[config.mk]
export PLATFORM = sky130hd
export DESIGN_NAME = rivec_top
export DESIGN_NICKNAME = d
export VERILOG_FILES = /design/src/design/rivec_pkg.sv /design/src/design/rivec_top.sv
export SDC_FILE = /design/constraint.sdc
export NUM_CORES = 1
export LEC_CHECK = 0
export ABC_AREA = 1
export BUFFER_PORTS_ARGS = -buffer_cell sky130_fd_sc_hd__buf_2
export CORE_AREA = 2 2 138 140
export CTS_CLUSTER_DIAMETER = 30
export DETAILED_ROUTE_END_ITERATION = 7
export DIE_AREA = 0 0 140 142
export HOLD_SLACK_MARGIN = 0.12
export PLACE_DENSITY = 0.52
export SKIP_LAST_GASP = 1
export SYNTH_ARGS = -nofsm -noshare
export SYNTH_HDL_FRONTEND = slang
export SYNTH_SLANG_ARGS = --single-unit
[constraint.sdc]
create_clock -name clk -period 2.8 [get_ports clk]
set_input_delay 0.56 -clock clk [delete_from_list [all_inputs] [get_ports clk]]
set_output_delay 0.56 -clock clk [all_outputs]
set_load 0.005 [all_outputs]
[src/design/rivec_pkg.sv]
// Package for reset and interrupt vectoring unit
package rivec_pkg;
  localparam int          PC_W         = 11;
  localparam int          STK_DEPTH    = 8;
  localparam int          STK_PTR_W    = 3;
  localparam logic [10:0] RESET_VECTOR = 11'h000;
  localparam logic [10:0] IRQ_VECTOR   = 11'h008;
  localparam logic [10:0] VECTOR_WORDS = 11'h001;
  localparam logic [7:0]  ACC_RESET    = 8'h00;
  localparam logic [7:0]  FLAGS_RESET  = 8'h00;
  localparam int          TO_BIT       = 7;
  localparam int          PD_BIT       = 6;
  localparam logic [7:0]  CAUSE_MASK   = 8'hc0;

  typedef enum logic [2:0] {
    RIVEC_CAUSE_POR = 3'b001,
    RIVEC_CAUSE_WDT = 3'b010,
    RIVEC_CAUSE_EXT = 3'b100
  } rivec_cause_t;

  typedef enum logic [2:0] {
    RIVEC_ST_RESET = 3'b001,
    RIVEC_ST_RUN   = 3'b010,
    RIVEC_ST_IRQ   = 3'b100
  } rivec_state_t;

  typedef struct packed {
    logic       save;
    logic       restore;
    logic [7:0] acc;
    logic [7:0] flags;
  } rivec_ctx_req_t;

  typedef struct packed {
    logic [7:0] acc;
    logic [7:0] flags;
  } rivec_ctx_t;

  typedef struct packed {
    rivec_state_t              st;
    logic [PC_W-1:0]           pc;
    logic [STK_DEPTH-1:0][PC_W-1:0] stk;
    logic [STK_PTR_W-1:0]      sp;
    rivec_ctx_t                ctx;
    logic                      to_flag;
    logic                      pd_flag;
    logic                      sys_reset;
  } rivec_state_s_t;
endpackage : rivec_pkg

[src/design/rivec_top.sv]
// Reset and interrupt vectoring with reset cause flags and context buffer
`timescale 1ns/1ns

module rivec_top
  import rivec_pkg::*;
(
  // Clock and reset
  input  wire logic            clk,
  input  wire logic            rst_n,
  // Reset sources
  input  wire logic            por_req,
  input  wire logic            wdt_ovf,
  input  wire logic            ext_rst_en,
  input  wire logic            shared_input_pin,
  // Core sequencing
  input  wire logic            fetch_adv,
  input  wire logic            irq_take,
  input  wire logic            call_req,
  input  wire logic            ret_req,
  input  wire logic            interrupt_return,
  input  wire logic            jump_req,
  input  wire logic [PC_W-1:0] jump_addr,
  // Context save and restore
  input  wire rivec_ctx_req_t  ctx_req,
  // Outputs
  output logic [PC_W-1:0]      fetch_addr,
  output logic                 sys_reg_default,
  output rivec_ctx_t           ctx_out,
  output logic [7:0]           program_flags_register,
  output logic                 timeout_reset_flag,
  output logic                 power_down_flag,
  output logic                 pin_level,
  output logic                 pin_wakeup,
  output logic                 in_vector
);

  rivec_state_s_t s_q;
  rivec_state_s_t s_d;
  logic           pin_prev_q;
  logic           ext_rst_req;
  rivec_cause_t   cause;

  function automatic logic [STK_PTR_W-1:0] ptr_step(input logic [STK_PTR_W-1:0] p, input logic up);
    ptr_step = up ? STK_PTR_W'(p + 1'b1) : STK_PTR_W'(p - 1'b1);
  endfunction : ptr_step

  assign ext_rst_req = ext_rst_en & ~shared_input_pin;

  always_comb begin
    if (por_req) begin
      cause = RIVEC_CAUSE_POR;
    end else if (wdt_ovf) begin
      cause = RIVEC_CAUSE_WDT;
    end else begin
      cause = RIVEC_CAUSE_EXT;
    end
  end

  always_comb begin
    s_d = s_q;
    s_d.sys_reset = 1'b0;
    if (por_req || wdt_ovf || ext_rst_req) begin
      s_d.st        = RIVEC_ST_RESET;
      s_d.pc        = RESET_VECTOR;
      s_d.sp        = '0;
      s_d.ctx       = '{acc: ACC_RESET, flags: FLAGS_RESET};
      s_d.sys_reset = 1'b1;
      case (cause)
        RIVEC_CAUSE_POR: begin
          s_d.to_flag = 1'b1;
          s_d.pd_flag = 1'b0;
        end
        RIVEC_CAUSE_WDT: begin
          s_d.to_flag = 1'b0;
          s_d.pd_flag = 1'b0;
        end
        RIVEC_CAUSE_EXT: begin
          s_d.to_flag = 1'b1;
          s_d.pd_flag = 1'b1;
        end
        default: begin
          s_d.to_flag = 1'b1;
          s_d.pd_flag = 1'b0;
        end
      endcase
    end else begin
      case (s_q.st)
        RIVEC_ST_RESET: begin
          s_d.st = RIVEC_ST_RUN;
        end
        RIVEC_ST_RUN, RIVEC_ST_IRQ: begin
          if (irq_take) begin
            s_d.stk[s_q.sp] = s_q.pc;
            s_d.sp          = ptr_step(s_q.sp, 1'b1);
            s_d.pc          = IRQ_VECTOR;
            s_d.st          = RIVEC_ST_IRQ;
          end else if (call_req) begin
            s_d.stk[s_q.sp] = PC_W'(s_q.pc + 1'b1);
            s_d.sp          = ptr_step(s_q.sp, 1'b1);
            s_d.pc          = jump_addr;
          end else if (interrupt_return || ret_req) begin
            s_d.sp = ptr_step(s_q.sp, 1'b0);
            s_d.pc = s_q.stk[ptr_step(s_q.sp, 1'b0)];
            if (interrupt_return) begin
              s_d.st = RIVEC_ST_RUN;
            end
          end else if (jump_req) begin
            s_d.pc = jump_addr;
          end else if (fetch_adv) begin
            s_d.pc = PC_W'(s_q.pc + 1'b1);
          end
        end
        default: begin
          s_d.st = RIVEC_ST_RUN;
        end
      endcase
      if (ctx_req.save) begin
        s_d.ctx.acc   = ctx_req.acc;
        s_d.ctx.flags = ctx_req.flags & ~CAUSE_MASK;
      end
    end
  end

  always_ff @(posedge clk or negedge rst_n) begin
    if (!rst_n) begin
      s_q        <= '{st: RIVEC_ST_RESET, pc: RESET_VECTOR, stk: '0, sp: '0,
                      ctx: '0, to_flag: 1'b1, pd_flag: 1'b0, sys_reset: 1'b1};
      pin_prev_q <= 1'b1;
    end else begin
      s_q        <= s_d;
      pin_prev_q <= shared_input_pin;
    end
  end

  // Outputs
  assign fetch_addr      = s_q.pc;
  assign sys_reg_default = s_q.sys_reset;
  assign timeout_reset_flag = s_q.to_flag;
  assign power_down_flag    = s_q.pd_flag;
  assign program_flags_register = {s_q.to_flag, s_q.pd_flag, 6'h00};
  assign ctx_out.acc   = s_q.ctx.acc;
  // Restore keeps live cause bits
  assign ctx_out.flags = (s_q.ctx.flags & ~CAUSE_MASK) | (program_flags_register & CAUSE_MASK);
  assign pin_level  = ext_rst_en ? 1'b1 : shared_input_pin;
  assign pin_wakeup = ~ext_rst_en & (pin_prev_q ^ shared_input_pin);
  assign in_vector  = (s_q.pc < VECTOR_WORDS) || (s_q.pc == IRQ_VECTOR);

endmodule : rivec_top

==> flow_summary.ini <==
[clocking]
cts-root-buf = clkbuf_16
clock_path_buffers = 2
clk_pin_slew_ps = 60
clock_sink_count = 123
ctsHtreeMaxLevel = 4
clkLatencyLatePin_ps = 420
cts_resized = 0
cts_tree = built
cts_buffers = 17

[floorplan]
core_um2 = 18500
die_w_um = 140
rows = 50
die-area_um2 = 19900
start_util = 0.362
die_h_um = 142
io_pins = 82

[power_and_ir_drop]
power_mw = 4.31
p_leak_nw = 3.66
powerDensity_nw_per_um2 = 563
ir_drop_mv = 0.364

[timing]
max_slew_margin = 0.477
slew_viol_final = 0
rsz0062_at_grt = false
hold_violations = 0
finalSetupTns_ps = 0
holdWs_ps = 297
finClkSkew_ps = 10.4
period_minus_slack_ps = 2240
tightest_slew_ps = 781
final-setup-viol-count = 0
finalCritPeriodShare = 0.801
fmax_mhz = 446

[grt]
met2_usage = 0.320
grt_pass1_wl_um = 30700
grt.total_usage = 0.198
antenna_found_initial = 0
grt-ovfl-total = 0
met1_usage = 0.273
grt_start_max_net_pins = 62
grt.busiest_layer = met2
met3_usage = 0.0427
grt_pass1_vias = 5666

[layout]
fin_area_um2 = 7650
n_antenna_cell = 0
area_growth_pct = 14.4
drive_gt1_frac = 0.158
n_fill_cell = 1905
fin_nets = 964

[detailed_routing]
remaining_drc_errors = 1
drtPass1Iterations = 8
vias = 5793
drt-initial-drc-count = 448
routed_wl_um = 18800
vias_per_cell = 4.97
wl_per_cell_um = 16.1
ant_nets = 0

[critical_path]
cp_max_fo = 47
rrSetupSlack_ps = 560
cp.arrival_ps = 2550
cp-end-kind = flip-flop
timing.rr.start = s_q[19]
worstSetupStartpointType = flip-flop
worstRegToRegCells = 4
worstPathRequired_ps = 3110
criticalPathCategory = reg -> reg

[synth]
yosysMostFrequentCell = nand2_1
synthArstFlopShare = 1.00
synth_common_cells = nand2_1, dfrtp_1, nand3_1, o21ai_0, inv_1
synth_cell_type_count = 40
synthFlopType = dfrtp_1
syn-instance-count = 880
ys_seq_area_frac = 0.461
synth_warnings = 0
yosys-top-cells-area = dfrtp_1, nand2_1, nand3_1
synth_top_area_share = 0.445
synth_area_leader_cell = dfrtp_1
synth_edf_count = 0
avgSynthCellArea_um2 = 7.60
netlist_area_um2 = 6690
synth_seq_cells = 123

[placed_design]
dp_hpwl_um = 12300
gp_congestion = 0.782
dpl_cell_area_um2 = 7040
port_buffers = 72

[hold_path]
min_to = pin_prev_q
min_from = shared_input_pin
hold_depth = 1
worstHoldPathType = in -> reg

[outcome]
violations = DRC
status = finished with violations

[flow_run]
max_cap_viol_count = 0
## layout by cell type (no fill, tap or decap), types with 6 or more instances in the layout
cell / count
nand2_1: 304
dfrtp_1: 119
nand3_1: 98
o21ai_0: 98
inv_1: 72
buf_2: 71
nor2_1: 26
o31ai_1: 17
clkbuf_16: 17
buf_4: 14
a21oi_1: 10
conb_1: 6
## repair_timing
| action | 4_1_cts | 5_1_grt |
|---|---|---|
| hold buffers | 1 | 0 |
| endpoints found under the hold margin | 28 | 0 |
| buffers inserted | 0 | 0 |
## layer usage
layer  routed length, um  vias up
met5                   0        -
met4                 287        0
met3                 824       24
met2                8590      121
met1                9120     2766
li1                    -     2882
## power by group
part	total, mW	internal (mW)	switching [mW]
registers	1.81	1.80	0.0111
logic	0.242	0.0738	0.168
clock network	2.26	1.40	0.858
total	4.31	3.27	1.04
## through the flow
stage / utilization / instances / setup slack (ps)
2_1_floorplan: - / 885 / 679
3_3_place_gp: 0.381 / 1133 / 511
3_5_place_dp: 0.381 / 1133 / 452
4_1_cts: 0.415 / 1166 / 578
5_1_grt: 0.415 / 1166 / 403
6_report: 0.415 / 1166 / 557
## worst max-delay path: stages, from the launching register on
cell     delay, ps
dfrtp_1        370
inv_1           70
buf_4          470
nand4_2        750
o31ai_1        440
## logic make-up after synthesis
group | count (synthesis) | share of synthesized area
simple gates | 449 | 0.285
buf+inv | 149 | 0.111
compound gates | 147 | 0.126
flops | 123 | 0.461
xor+xnor | 7 | 0.00917
fa+ha+maj | 4 | 0.00749
other cells | 1 | 0.000561
## worst max path at each step
stage | start | to | slack (ps) | cells past startpoint
floorplan | s_q[19] | fetch_addr[6] | 680 | 17
global placement | por_req | flip-flop | 510 | 6
detailed placement | por_req | flip-flop | 450 | 6
CTS | s_q[19] | flip-flop | 580 | 4
global route | s_q[19] | flip-flop | 400 | 4
finish | s_q[19] | flip-flop | 560 | 4
## final cells by class
cell class,count,area [um2],area share
Sequential cell,123,3080,0.403
Multi-Input combinational cell,613,2880,0.376
Timing Repair Buffer,88,510,0.0667
Clock buffer,17,425,0.0556
Tap cell,234,293,0.0383
Inverter,76,285,0.0373
Clock inverter,15,175,0.0229
No activity file was read; power rests on OpenSTA's default activity.
